<file path="src/verilog/dsrs_pkg.sv">
// constants and types of the dual supply reset supervisor
// assumes a single 20 MHz clock domain
package dsrs_pkg;

  // ---------------------------------------------------------------
  // timing
  // ---------------------------------------------------------------
  localparam int unsigned CLK_HZ          = 20000000;
  localparam int unsigned HOLD_MS         = 140;
  localparam int unsigned HOLD_CYC        = (CLK_HZ / 1000) * HOLD_MS;
  localparam int unsigned GLITCH_CYC      = 16;
  localparam int unsigned CNT_W           = 22;

  // ---------------------------------------------------------------
  // output styles
  // ---------------------------------------------------------------
  localparam logic [1:0]  OUT_HIGH_PP     = 2'h0;
  localparam logic [1:0]  OUT_LOW_PP      = 2'h1;
  localparam logic [1:0]  OUT_LOW_OD      = 2'h2;

  // ---------------------------------------------------------------
  // state
  // ---------------------------------------------------------------
  typedef enum logic [1:0] {
    ST_ASSERT = 2'b01,
    ST_HOLD   = 2'b10
  } dsrs_state_t;

  typedef struct packed {
    logic [1:0] sync_sup;
    logic [1:0] sync_adj;
    logic [1:0] sync_mr;
    logic [4:0] flt_sup;
    logic [4:0] flt_adj;
    logic       uv_sup;
    logic       uv_adj;
  } dsrs_in_t;

  typedef struct packed {
    logic lvl;
    logic oe;
  } dsrs_pin_t;

  typedef struct packed {
    dsrs_in_t    inp;
    dsrs_state_t st;
    logic [21:0] cnt;
    logic        rst_act;
    dsrs_pin_t   pin;
  } dsrs_regs_t;

endpackage : dsrs_pkg

</file>
<file path="src/verilog/dsrs_top.sv">
// reset generation logic of the dual supply reset supervisor
// assumes comparator outputs and manual reset arrive asynchronously
`timescale 1ns/1ps
module dsrs_top
  import dsrs_pkg::*;
#(
  parameter logic [1:0]  OUT_MODE  = OUT_LOW_PP,
  parameter int unsigned HOLD_CNT  = HOLD_CYC,
  parameter int unsigned FLT_CNT   = GLITCH_CYC
) (
  // clock and reset
  input  wire logic i_clk,
  input  wire logic i_rst,
  // monitor inputs, high while undervoltage
  input  wire logic i_uv_supply,
  input  wire logic i_uv_adjust,
  // manual reset, pulled high in the pad
  input  wire logic i_manual_reset_in_n,
  // reset pin
  output logic      o_reset_lvl,
  output logic      o_reset_oe,
  output logic      o_reset_active
);

  dsrs_regs_t r_q;
  dsrs_regs_t r_d;
  logic       cause;

  // ---------------------------------------------------------------
  // next state
  // ---------------------------------------------------------------
  always_comb begin
    r_d = r_q;
    r_d.inp.sync_sup = {r_q.inp.sync_sup[0], i_uv_supply};
    r_d.inp.sync_adj = {r_q.inp.sync_adj[0], i_uv_adjust};
    r_d.inp.sync_mr  = {r_q.inp.sync_mr[0], i_manual_reset_in_n};
    // glitch filter: level must hold FLT_CNT cycles to change
    if (r_q.inp.sync_sup[1] == r_q.inp.uv_sup) begin
      r_d.inp.flt_sup = 5'h00;
    end else if (r_q.inp.flt_sup >= 5'(FLT_CNT - 1)) begin
      r_d.inp.flt_sup = 5'h00;
      r_d.inp.uv_sup  = r_q.inp.sync_sup[1];
    end else begin
      r_d.inp.flt_sup = r_q.inp.flt_sup + 5'h01;
    end
    if (r_q.inp.sync_adj[1] == r_q.inp.uv_adj) begin
      r_d.inp.flt_adj = 5'h00;
    end else if (r_q.inp.flt_adj >= 5'(FLT_CNT - 1)) begin
      r_d.inp.flt_adj = 5'h00;
      r_d.inp.uv_adj  = r_q.inp.sync_adj[1];
    end else begin
      r_d.inp.flt_adj = r_q.inp.flt_adj + 5'h01;
    end
    cause = r_q.inp.uv_sup | r_q.inp.uv_adj | ~r_q.inp.sync_mr[1];
    case (r_q.st)
      ST_ASSERT: begin
        r_d.rst_act = 1'b1;
        r_d.cnt     = '0;
        if (!cause) begin
          r_d.st = ST_HOLD;
        end
      end
      ST_HOLD: begin
        r_d.rst_act = 1'b1;
        if (cause) begin
          r_d.st  = ST_ASSERT;
          r_d.cnt = '0;
        end else if (r_q.cnt >= CNT_W'(HOLD_CNT - 1)) begin
          r_d.rst_act = 1'b0;
        end else begin
          r_d.cnt = r_q.cnt + 22'h000001;
        end
      end
      default: begin
        r_d.st      = ST_ASSERT;
        r_d.rst_act = 1'b1;
        r_d.cnt     = '0;
      end
    endcase
    if (cause) begin
      r_d.rst_act = 1'b1;
    end
    // pin drive per build option
    case (OUT_MODE)
      OUT_HIGH_PP: begin
        r_d.pin.lvl = r_d.rst_act;
        r_d.pin.oe  = 1'b1;
      end
      OUT_LOW_OD: begin
        r_d.pin.lvl = 1'b0;
        r_d.pin.oe  = r_d.rst_act;
      end
      default: begin
        r_d.pin.lvl = ~r_d.rst_act;
        r_d.pin.oe  = 1'b1;
      end
    endcase
  end

  // ---------------------------------------------------------------
  // registers
  // ---------------------------------------------------------------
  always_ff @(posedge i_clk) begin
    if (i_rst) begin
      r_q.inp.sync_sup <= 2'h3;
      r_q.inp.sync_adj <= 2'h3;
      r_q.inp.sync_mr  <= 2'h3;
      r_q.inp.flt_sup  <= 5'h00;
      r_q.inp.flt_adj  <= 5'h00;
      r_q.inp.uv_sup   <= 1'b1;
      r_q.inp.uv_adj   <= 1'b1;
      r_q.st           <= ST_ASSERT;
      r_q.cnt          <= '0;
      r_q.rst_act      <= 1'b1;
      r_q.pin.lvl      <= (OUT_MODE == OUT_HIGH_PP) ? 1'b1 : 1'b0;
      r_q.pin.oe       <= 1'b1;
    end else begin
      r_q <= r_d;
    end
  end

  assign o_reset_lvl    = r_q.pin.lvl;
  assign o_reset_oe     = r_q.pin.oe;
  assign o_reset_active = r_q.rst_act;

  // ---------------------------------------------------------------
  // checks
  // ---------------------------------------------------------------
  logic [21:0] good_cnt;
  always_ff @(posedge i_clk) begin
    if (i_rst || cause) begin
      good_cnt <= '0;
    end else if (good_cnt != 22'h3FFFFF) begin
      good_cnt <= good_cnt + 22'h000001;
    end
  end

  reset_at_cause_a: assert property (@(posedge i_clk) disable iff (i_rst)
    cause |=> o_reset_active)
    else $error("reset not asserted with cause present");
  manual_immediate_a: assert property (@(posedge i_clk) disable iff (i_rst)
    !r_q.inp.sync_mr[1] |=> o_reset_active)
    else $error("manual reset not honoured");
  hold_min_a: assert property (@(posedge i_clk) disable iff (i_rst)
    (!o_reset_active && $past(o_reset_active)) |-> good_cnt >= 22'(HOLD_CNT))
    else $error("reset released before hold time");
  hold_restart_a: assert property (@(posedge i_clk) disable iff (i_rst)
    (r_q.st == ST_HOLD && cause) |=> (r_q.st == ST_ASSERT && r_q.cnt == 22'h0))
    else $error("hold not restarted");
  release_bound_a: assert property (@(posedge i_clk) disable iff (i_rst)
    (good_cnt > 22'(HOLD_CNT + 2)) |-> !o_reset_active)
    else $error("reset held too long");
  power_up_a: assert property (@(posedge i_clk)
    $fell(i_rst) |-> o_reset_active)
    else $error("reset not asserted after power up");
  pin_style_a: assert property (@(posedge i_clk) disable iff (i_rst)
    (o_reset_oe == ((OUT_MODE == OUT_LOW_OD) ? o_reset_active : 1'b1)) &&
    (o_reset_lvl == ((OUT_MODE == OUT_HIGH_PP) ? o_reset_active :
                     ((OUT_MODE == OUT_LOW_OD) ? 1'b0 : !o_reset_active))))
    else $error("reset pin does not match build option");
  open_drain_a: assert property (@(posedge i_clk) disable iff (i_rst)
    (OUT_MODE == OUT_LOW_OD) |-> (!o_reset_lvl && o_reset_oe == o_reset_active))
    else $error("open drain pin drives high");
  glitch_rej_a: assert property (@(posedge i_clk) disable iff (i_rst)
    $rose(r_q.inp.uv_sup) |-> $past(r_q.inp.sync_sup[1], 2))
    else $error("supply glitch passed filter");
  adj_cause_a: assert property (@(posedge i_clk) disable iff (i_rst)
    r_q.inp.uv_adj |=> o_reset_active)
    else $error("adjustable undervoltage ignored");

  // ---------------------------------------------------------------
  // checks: input filter, sequencing
  // ---------------------------------------------------------------
  adj_filter_a: assert property (@(posedge i_clk) disable iff (i_rst)
    $rose(r_q.inp.uv_adj) |-> $past(r_q.inp.sync_adj[1], 2))
    else $error("adjustable glitch passed filter");
  sup_recover_a: assert property (@(posedge i_clk) disable iff (i_rst)
    $fell(r_q.inp.uv_sup) |-> !$past(r_q.inp.sync_sup[1], 2))
    else $error("supply recovery not filtered");
  adj_recover_a: assert property (@(posedge i_clk) disable iff (i_rst)
    $fell(r_q.inp.uv_adj) |-> !$past(r_q.inp.sync_adj[1], 2))
    else $error("adjustable recovery not filtered");
  assert_clear_a: assert property (@(posedge i_clk) disable iff (i_rst)
    (r_q.st == ST_ASSERT) |-> (r_q.cnt == 22'h0 && o_reset_active))
    else $error("hold count not cleared while asserted");
  release_hold_a: assert property (@(posedge i_clk) disable iff (i_rst)
    $fell(o_reset_active) |-> ($past(r_q.st) == ST_HOLD && !$past(cause)))
    else $error("reset released outside hold");
  mr_release_a: assert property (@(posedge i_clk) disable iff (i_rst)
    $rose(r_q.inp.sync_mr[1]) |-> o_reset_active)
    else $error("reset released with manual reset");
  manual_latency_a: assert property (@(posedge i_clk) disable iff (i_rst)
    $fell(i_manual_reset_in_n) |-> ##3 o_reset_active)
    else $error("manual reset too slow");
  state_onehot_a: assert property (@(posedge i_clk) disable iff (i_rst)
    $onehot(r_q.st))
    else $error("sequencer state not one hot");

  // ---------------------------------------------------------------
  // cover points
  // ---------------------------------------------------------------
  cov_release_c: cover property (@(posedge i_clk) $fell(o_reset_active));
  cov_manual_c:  cover property (@(posedge i_clk) $fell(r_q.inp.sync_mr[1]));
  cov_restart_c: cover property (@(posedge i_clk) r_q.st == ST_HOLD && cause);
  cov_adjust_c:  cover property (@(posedge i_clk) $rose(r_q.inp.uv_adj));
  cov_glitch_c:  cover property (@(posedge i_clk)
    (!r_q.inp.uv_sup && r_q.inp.flt_sup != 5'h00) ##1 (!r_q.inp.uv_sup && r_q.inp.flt_sup == 5'h00));

endmodule // dsrs_top

</file>
<file path="config.mk">
export PLATFORM = sky130hd
export DESIGN_NAME = dsrs_top
export DESIGN_NICKNAME = d
export VERILOG_FILES = /design/src/verilog/dsrs_pkg.sv /design/src/verilog/dsrs_top.sv
export SDC_FILE = /design/constraint.sdc
export NUM_CORES = 1
export LEC_CHECK = 0
export BUFFER_PORTS_ARGS = -buffer_cell sky130_fd_sc_hd__buf_2
export CAP_MARGIN = 20
export CORE_ASPECT_RATIO = 1.75
export CORE_UTILIZATION = 40
export CTS_CLUSTER_DIAMETER = 60
export DETAILED_ROUTE_END_ITERATION = 8
export HOLD_SLACK_MARGIN = 0.08
export PLACE_DENSITY = 0.55
export SLEW_MARGIN = 5
export SYNTH_ARGS = -nofsm -noshare
export SYNTH_HDL_FRONTEND = slang
export SYNTH_SLANG_ARGS = --single-unit
</file>
<file path="constraint.sdc">
create_clock -name i_clk -period 2.2 [get_ports i_clk]
set_clock_uncertainty 0.2 [all_clocks]
set_input_delay 0.44 -clock i_clk [delete_from_list [all_inputs] [get_ports i_clk]]
set_output_delay 0.44 -clock i_clk [all_outputs]
set_load 0.1 [all_outputs]
</file>
==> results of run 1 <==
[layout by cell type (no fill, tap or decap), types with 3 or more instances in the layout]
| cell type | n |
|---|---|
| dfxtp_1 | 42 |
| buf_4 | 31 |
| nand3_1 | 20 |
| nor2_1 | 19 |
| o21ai_0 | 16 |
| nand2_1 | 16 |
| nand4_1 | 11 |
| inv_1 | 10 |
| a21oi_1 | 10 |
| o211ai_1 | 9 |
| or2_2 | 8 |
| a31oi_1 | 7 |
| ha_1 | 7 |
| or4_1 | 6 |
| buf_2 | 6 |
| and3_1 | 5 |
| a21oi_2 | 5 |
| or3_1 | 5 |
| clkbuf_8 | 5 |
| and2_1 | 4 |
| and4_1 | 4 |
| xnor2_1 | 4 |
| nor4bb_1 | 3 |
[worst reg2reg max path, cell delays in order (launching register included)]
cell and delay [ns]:
dfxtp_4 0.36, ha_4 0.15, and4_4 0.18, a311o_1 0.37, a22o_4 0.28, or4b_4 0.49, a21oi_2 0.12
[power by group through the flow]
stage	clock network, mW	logic, mW	registers (mW)
2_1_floorplan	0	0.0534	0.825
4_1_cts	0.534	0.0690	0.808
3_5_place_dp	0	0.0684	0.826
5_1_grt	0.556	0.0779	0.809
6_report	0.504	0.0683	0.807
3_3_place_gp	0	0.0684	0.826
[sequential cells by signal, summed over array words and instances, names as in the netlist]
register        count
o_reset_lvl         1
r_q                39
o_reset_active      1
r_d                 3
[cells in the mapped netlist (2+ instances only)]
library cell	instances	area share
or3_1	5	0.015
and4_1	6	0.025
xnor2_1	4	0.016
buf_6	2	0.011
o2111ai_1	2	0.0082
dfxtp_1	44	0.41
nand3_1	20	0.047
or4_1	7	0.025
ha_1	8	0.047
o31ai_1	2	0.0071
nor4bb_1	3	0.014
o211ai_1	9	0.032
a31oi_1	7	0.021
nand3b_1	2	0.0071
nand4_1	11	0.032
nor3_1	2	0.0047
o21ai_0	16	0.038
inv_1	10	0.018
nand2_1	16	0.028
a21oi_1	14	0.033
or2_2	8	0.024
and3_1	5	0.015
clkbuf_1	9	0.016
and2_1	4	0.012
nor2_1	19	0.034
[per-layer routing]
| metal | global-route usage | vias up | routed length, um |
|---|---|---|---|
| met5 | 0 | - | 0 |
| met4 | 0.0901 | 0 | 174 |
| met3 | 0.0289 | 20 | 146 |
| met2 | 0.377 | 48 | 2800 |
| met1 | 0.200 | 927 | 1920 |
| li1 | - | 994 | - |
[cell type report]
cell class	count	area share
clock buffer	6	0.0283
clock inverter	2	0.00634
inverter	10	0.0146
tap	54	0.0263
multi-input combinational	185	0.468
sequential	44	0.345
timing repair buffer	39	0.111
[worst min-delay path by stage]
stage | start | endpoint | slack, ns | cells after the start
floorplan | r_d[40] | r_q[40] | 0.19 | 1
global placement | r_d[40] | r_q[40] | 0.19 | 1
detailed placement | r_d[40] | r_q[40] | 0.19 | 1
CTS | i_manual_reset_in_n | r_d[40] | 0.11 | 2
global route | i_uv_supply | r_d[44] | 0.11 | 2
finish | i_manual_reset_in_n | r_d[40] | 0.12 | 2
[through the flow]
stage / utilization / TNS (ns)
2_1_floorplan: - / -0.0938
3_3_place_gp: 0.482 / 0
3_5_place_dp: 0.482 / -0.0804
4_1_cts: 0.501 / 0
5_1_grt: 0.511 / -0.278
6_report: 0.511 / 0
[kinds of logic after synthesis]
family                   share of synthesized area
multiplexers                               0.00471
buffers and inverters                       0.0501
XOR/XNOR                                    0.0165
AO/OA/AOI/OAI                                0.170
other                                      0.00177
AND/OR/NAND/NOR                              0.295
flip-flops                                   0.415
adder cells (fa/ha/maj)                     0.0471
[repair_timing]
action / in CTS / in global routing
pin swaps: 0 / 9
setup endpoints to repair: 4 / 7
cloned: 0 / 1
resized for setup: 3 / 11
==> out/qor.yml, run 1 <==
outcome: "finished clean"
diodes: 0
reg2reg_slack_ns: 0.007
fin_crit_ns: 2.19
hold_buffers: 0
vdd_ir_drop_max_mv: 0.417
syn-num-nets: 264
post_cts_buffers: 0
grt_pass1_wl_um: 8630
drt_wl_total_um: 5050
p_int_mw: 1.05
p_sw_frac: 0.236
setup_ws_ns: 0.00735
multiInputGateArea_sq_mm: 0.00120
async_flop_share: 0
p_clk_frac: 0.365
cts_root_buf: "clkbuf_8"
dr.pass1.iters: 4
power.net_switching_mw: 0.325
viasPerCell: 5.85
drv_cap: 0
cp.depth: 6
fp.coreArea_sq_mm: 0.00502
power_per_cell_area_mw_per_mm2: 537
power_leakage_nw: 0.931
cp_top_family: "compound AO/OA/AOI/OAI gates"
crit_path_end_kind: "register"
regToRegStartpoint: "r_q[4]"
drive_gt1_frac: 0.245
drc: 0
antenna_found_initial: 0
drtIter0Drc: 51
combPwrFrac: 0.050
critical_path_required_ns: 2.24
fin_cells: 340
slew_viol_final: 0
period_share: 0.997
synth-seq-cells: 44
ant_nets: 0
placed_cell_area_sq_mm: 0.00242
synth_seq_area_share: 0.415
hpwl_um: 3710
nFillCells: 516
num_vias: 1989
worst_r2r_path_depth: 6
cts_tree: "done"
die_h_um: 98.4
ys_warn_count: 0
regArea_sq_um: 886
ys.flop_type: "dfxtp_1"
synthCells: 251
hp-class: "input port to register"
r2r_end: "r_q[14]"
cts_buffer_depth: 2
crit_start: "r_q[4]"
fmax_mhz: 456
setup_viol: 0
io_pins: 8
cts.sinks: 44
syn_to_final_growth_pct: 20.8
critPathSlowestCell: "or4b_4"
place_worst_setup_slack_ns: -0.0313
grt_max_degree: 22
total_power_mw: 1.38
start_kind: "register"
nNetsFinal: 298
syn_area_sq_mm: 0.00212
crit_fanout: 6
clkLatencyLatePin_ns: 0.30
endpoint: "r_q[14]"
cts_made_buffers: 5
path_clk_slew_ns: 0.08
synth_area_per_cell_sq_um: 8.46
synth_edf_count: 0
stdcell_area_sq_mm: 0.00257
htreeDepth: 2
cpPeakStageDelay_ns: 0.49
grt_pass1_vias: 1903
rsz0062_at_grt: "yes"
hold_viol: 0
row_count: 34
grt_usage: 0.196
pwr-share-seq: 0.585
crit_arrival_ns: 2.23
dieArea_sq_mm: 0.00562
io_buffers: 6
wl_per_cell_um: 14.8
whs_ns: 0.119
worstPathBufferInverterCount: 0
die_w_um: 57.1
dp.cells: 331
initial_core_util: 0.423
gr-total-overflow: 0
synth.distinct_cells: 41
gp_congestion: 0.822
path_cells: "ha_4 -> and4_4 -> a311o_1 -> a22o_4 -> or4b_4 -> a21oi_2"
path_class: "register to register"
Power figures use the tool's default switching activity.
==> inputs of run 2 (changes only) <==
--- a/config.mk
+++ b/config.mk
@@ -12,7 +12,7 @@
 export CTS_CLUSTER_DIAMETER = 60
 export DETAILED_ROUTE_END_ITERATION = 8
 export HOLD_SLACK_MARGIN = 0.08
-export PLACE_DENSITY = 0.55
+export PLACE_DENSITY = 0.53
 export SLEW_MARGIN = 5
 export SYNTH_ARGS = -nofsm -noshare
 export SYNTH_HDL_FRONTEND = slang
==> constraint.sdc (replaced) <==
create_clock -name i_clk -period 2.6 [get_ports i_clk]
set_clock_uncertainty 0.2 [all_clocks]
set_input_delay 0.52 -clock i_clk [delete_from_list [all_inputs] [get_ports i_clk]]
set_output_delay 0.52 -clock i_clk [all_outputs]
set_load 0.1 [all_outputs]
==> out/qor.yml, run 2 (same netlist as run 1, synthesis figures left out) <==
hold_depth: 2
start_kind: "register"
dr.pass1.iters: 4
final_cell_mix: "dfxtp_1 (44), nand3_1 (20), nor2_1 (19)"
worst_r2r_path_depth: 6
die_w_um: 57.1
timing.setup.tns_ns: 0
largest_reg_flops: 39
setup_viol: 0
final_util: 0.466
power.net_switching_mw: 0.271
drive_gt1_frac: 0.143
grt_max_degree: 22
io_pins: 8
hold_viol: 0
crit_arrival_ns: 2.42
cts.sinks: 44
whs_endpoint: "r_d[40]"
dieArea_sq_mm: 0.00562
nNetsFinal: 278
syn_to_final_growth_pct: 10.2
post_cts_buffers: 0
gr-total-overflow: 0
reg2reg_slack_ns: 0.21
cts_buffer_depth: 2
power_leakage_nw: 0.808
antenna_found_initial: 0
row_count: 34
path_class: "register to register"
pwr-share-seq: 0.592
critical_path_required_ns: 2.63
crit_path_end_kind: "register"
p_int_mw: 0.884
crit_fanout: 17
viasPerCell: 5.96
r2r_end: "r_q[11]"
rsz0062_at_grt: "no"
power_per_cell_area_mw_per_mm2: 493
htreeDepth: 2
vdd_ir_drop_max_mv: 0.348
cts_root_buf: "clkbuf_8"
num_vias: 1900
drv_cap: 0
fmax_mhz: 419
grt_pass1_wl_um: 8310
gp_congestion: 0.781
regToRegStartpoint: "r_q[3]"
fp.coreArea_sq_mm: 0.00502
hold_path.startpoint: "i_manual_reset_in_n"
io_buffers: 6
hpwl_um: 3480
combPwrFrac: 0.051
p_clk_frac: 0.357
p_sw_frac: 0.235
outcome: "finished clean"
top_register: "r_q"
cts_made_buffers: 5
clkLatencyLatePin_ns: 0.29
ant_nets: 0
place_worst_setup_slack_ns: 0.137
period_share: 0.918
grt_pass1_vias: 1840
diodes: 0
hold_buffers: 0
drc: 0
slew_viol_final: 0
drtIter0Drc: 100
wl_per_cell_um: 15.4
die_h_um: 98.4
hp-class: "input port to register"
initial_core_util: 0.423
fin_crit_ns: 2.39
cts_tree: "done"
path_clk_slew_ns: 0.08
drt_wl_total_um: 4920
setup_ws_ns: 0.212
grt_usage: 0.189
final_common_cell: "dfxtp_1"
==> run 2: per-layer routing <==
layer | track usage | wire [um] | up-vias | share of wire
li1 | - | - | 948 | -
met1 | 0.201 | 2030 | 910 | 0.41
met2 | 0.351 | 2660 | 32 | 0.54
met3 | 0.0328 | 118 | 10 | 0.024
met4 | 0.0826 | 114 | 0 | 0.023
met5 | 0 | 0 | - | 0
==> run 2: repair_timing <==
item,CTS,global route
resized for setup,0,1
hold endpoints to repair,0,0
setup endpoints to repair,0,6
==> run 2: how the worst max path moves through the flow <==
stage          startpoint       to  cells past startpoint
5_1_grt            r_q[3]  r_q[20]                      6
4_1_cts            r_q[3]  r_q[11]                      6
6_report           r_q[3]  r_q[11]                      6
3_3_place_gp       r_q[3]  r_q[15]                      7
3_5_place_dp       r_q[3]  r_q[11]                      6
2_1_floorplan      r_q[3]  r_q[17]                      8
==> run 2: final cells by class <==
class	count	area, sq um
Fill cell	516	2680
Multi-Input combinational cell	184	1140
Sequential cell	44	881
Timing Repair Buffer	20	135
Clock buffer	5	68.8
Tap cell	54	67.6
Inverter	10	37.5
Clock inverter	2	12.5
==> run 2: worst max-delay path: stages (launching register included) <==
cell,delay [ns]
dfxtp_1,0.35
ha_1,0.22
and4_1,0.21
a311o_1,0.35
a22o_2,0.36
or4_1,0.49
a21oi_1,0.14
==> run 2: power groups by stage <==
| stage | Clock (mW) | Sequential, mW | Combinational [mW] |
|---|---|---|---|
| detailed placement | 0 | 0.700 | 0.0578 |
| global route | 0.450 | 0.685 | 0.0646 |
| finish | 0.413 | 0.684 | 0.0585 |
| CTS | 0.428 | 0.684 | 0.0584 |
| global placement | 0 | 0.700 | 0.0583 |
| floorplan | 0 | 0.699 | 0.0452 |
==> run 2: metrics by stage <==
stage                     hold WS [ns]  power [mW]  instances  area (sq um)
after floorplan                  0.189       0.744        251          2120
after global placement           0.194       0.758        312          2260
after detailed placement         0.198       0.758        312          2260
after CTS                        0.201        1.17        319          2340
after global routing             0.194        1.20        319          2340
final                            0.210        1.16        319          2340
==> inputs of run 3 (changes only) <==
--- a/config.mk
+++ b/config.mk
@@ -12,7 +12,8 @@
 export CTS_CLUSTER_DIAMETER = 60
 export DETAILED_ROUTE_END_ITERATION = 8
 export HOLD_SLACK_MARGIN = 0.08
-export PLACE_DENSITY = 0.53
+export PLACE_DENSITY = 0.56
+export SETUP_SLACK_MARGIN = 0.05
 export SLEW_MARGIN = 5
 export SYNTH_ARGS = -nofsm -noshare
 export SYNTH_HDL_FRONTEND = slang
==> out/qor.yml, run 3 (same netlist as run 1, synthesis figures left out) <==
outcome: "finished clean"
htreeDepth: 2
path_cells: "ha_1 -> and4_1 -> a311o_1 -> a22o_2 -> or4_1 -> a21oi_1"
crit_arrival_ns: 2.39
drc: 0
final_cell_mix: "dfxtp_1 (44), nand3_1 (20), nor2_1 (19)"
cts.sinks: 44
setup_viol: 0
timing.setup.tns_ns: 0
nFillCells: 527
drt_wl_total_um: 4780
wl_per_cell_um: 15.0
final_common_cell: "dfxtp_1"
worstPathBufferInverterCount: 0
crit_fanout: 15
initial_core_util: 0.423
p_int_mw: 0.894
ant_nets: 0
die_h_um: 98.4
grt_pass1_vias: 1812
nNetsFinal: 277
drtIter0Drc: 68
io_pins: 8
rsz0062_at_grt: "no"
power_per_cell_area_mw_per_mm2: 500
critical_path_required_ns: 2.63
dr.pass1.iters: 4
total_power_mw: 1.17
row_count: 34
cpPeakStageDelay_ns: 0.48
combPwrFrac: 0.049
cts_made_buffers: 5
drv_cap: 0
path_class: "register to register"
fp.coreArea_sq_mm: 0.00502
p_sw_frac: 0.239
antenna_found_initial: 0
die_w_um: 57.1
clkLatencyLatePin_ns: 0.30
syn_to_final_growth_pct: 10.5
vdd_ir_drop_max_mv: 0.373
period_share: 0.910
cts_tree: "done"
p_clk_frac: 0.368
top_register: "r_q"
largest_reg_flops: 39
cp_top_family: "compound AO/OA/AOI/OAI gates"
power.net_switching_mw: 0.280
path_clk_slew_ns: 0.09
hpwl_um: 3440
grt_max_degree: 22
fmax_mhz: 423
start_kind: "register"
hp-class: "input port to register"
gr-total-overflow: 0
fin_crit_ns: 2.37
grt_usage: 0.187
slew_viol_final: 0
pwr-share-seq: 0.583
viasPerCell: 5.82
grt_pass1_wl_um: 8220
drive_gt1_frac: 0.143
crit_path_end_kind: "register"
hold_viol: 0
critPathSlowestCell: "or4_1"
power_leakage_nw: 0.805
gp_congestion: 0.860
cts_root_buf: "clkbuf_8"
dieArea_sq_mm: 0.00562
cts_buffer_depth: 2
io_buffers: 6
num_vias: 1856
diodes: 0
[run 3: cell count changes in the layout (fill, tap and decap cells not counted)]
cell,previous run,this run
nor4bb_2,0,1
nor4bb_1,3,2
clkinv_4,0,1
buf_4,14,13
clkinv_2,1,0
clkbuf_1,0,1
[run 3: worst register-to-register path, stage by stage, from the launching register on]
cell and delay, ns:
dfxtp_1 0.35, ha_1 0.20, and4_1 0.21, a311o_1 0.35, a22o_2 0.34, or4_1 0.48, a21oi_1 0.17
[run 3: repair_timing]
item	in CTS	in global routing
setup buffers	0	0
endpoints found under the setup margin	0	3
gates resized for setup	0	2
hold buffers	0	0
[run 3: final timing paths]
kind / start / endpoint / depth (start not counted) / slack, ns
setup / recovery: r_q[4] / r_q[20] / 6 / 0.23
hold / removal: i_manual_reset_in_n / r_d[40] / 2 / 0.20
setup reg to reg: r_q[4] / r_q[20] / 6 / 0.23
hold reg to reg: r_d[44] / r_q[44] / 1 / 0.22
[run 3: through the flow]
step	utilization	worst slack, ns	std cells	instance area (sq um)	hold slack, ns
2_1_floorplan	-	0.160	251	2120	0.189
3_3_place_gp	0.448	0.218	311	2250	0.194
3_5_place_dp	0.448	0.197	311	2250	0.197
4_1_cts	0.466	0.175	319	2340	0.184
5_1_grt	0.468	0.112	319	2350	0.186
6_report	0.468	0.233	319	2350	0.201
[run 3: final cells by class]
| class | count | area [sq um] | area share |
|---|---|---|---|
| Clock inverter | 2 | 16.3 | 0.00693 |
| Clock buffer | 6 | 72.6 | 0.0309 |
| Multi-Input combinational cell | 184 | 1140 | 0.488 |
| Tap cell | 54 | 67.6 | 0.0288 |
| Timing Repair Buffer | 19 | 128 | 0.0544 |
| Inverter | 10 | 37.5 | 0.0160 |
| Sequential cell | 44 | 881 | 0.375 |
[run 3: layer usage]
metal	up-vias	track usage	wire length, um
li1	951	-	-
met1	847	0.203	1960
met2	42	0.338	2480
met3	16	0.0289	145
met4	0	0.101	190
met5	-	0	0
[run 3: power groups by stage]
stage / sequential, mW / combinational [mW] / clock [mW]
3_5_place_dp: 0.700 / 0.0576 / 0
4_1_cts: 0.684 / 0.0582 / 0.449
6_report: 0.684 / 0.0577 / 0.432
3_3_place_gp: 0.700 / 0.0574 / 0
5_1_grt: 0.686 / 0.0636 / 0.479
2_1_floorplan: 0.699 / 0.0452 / 0
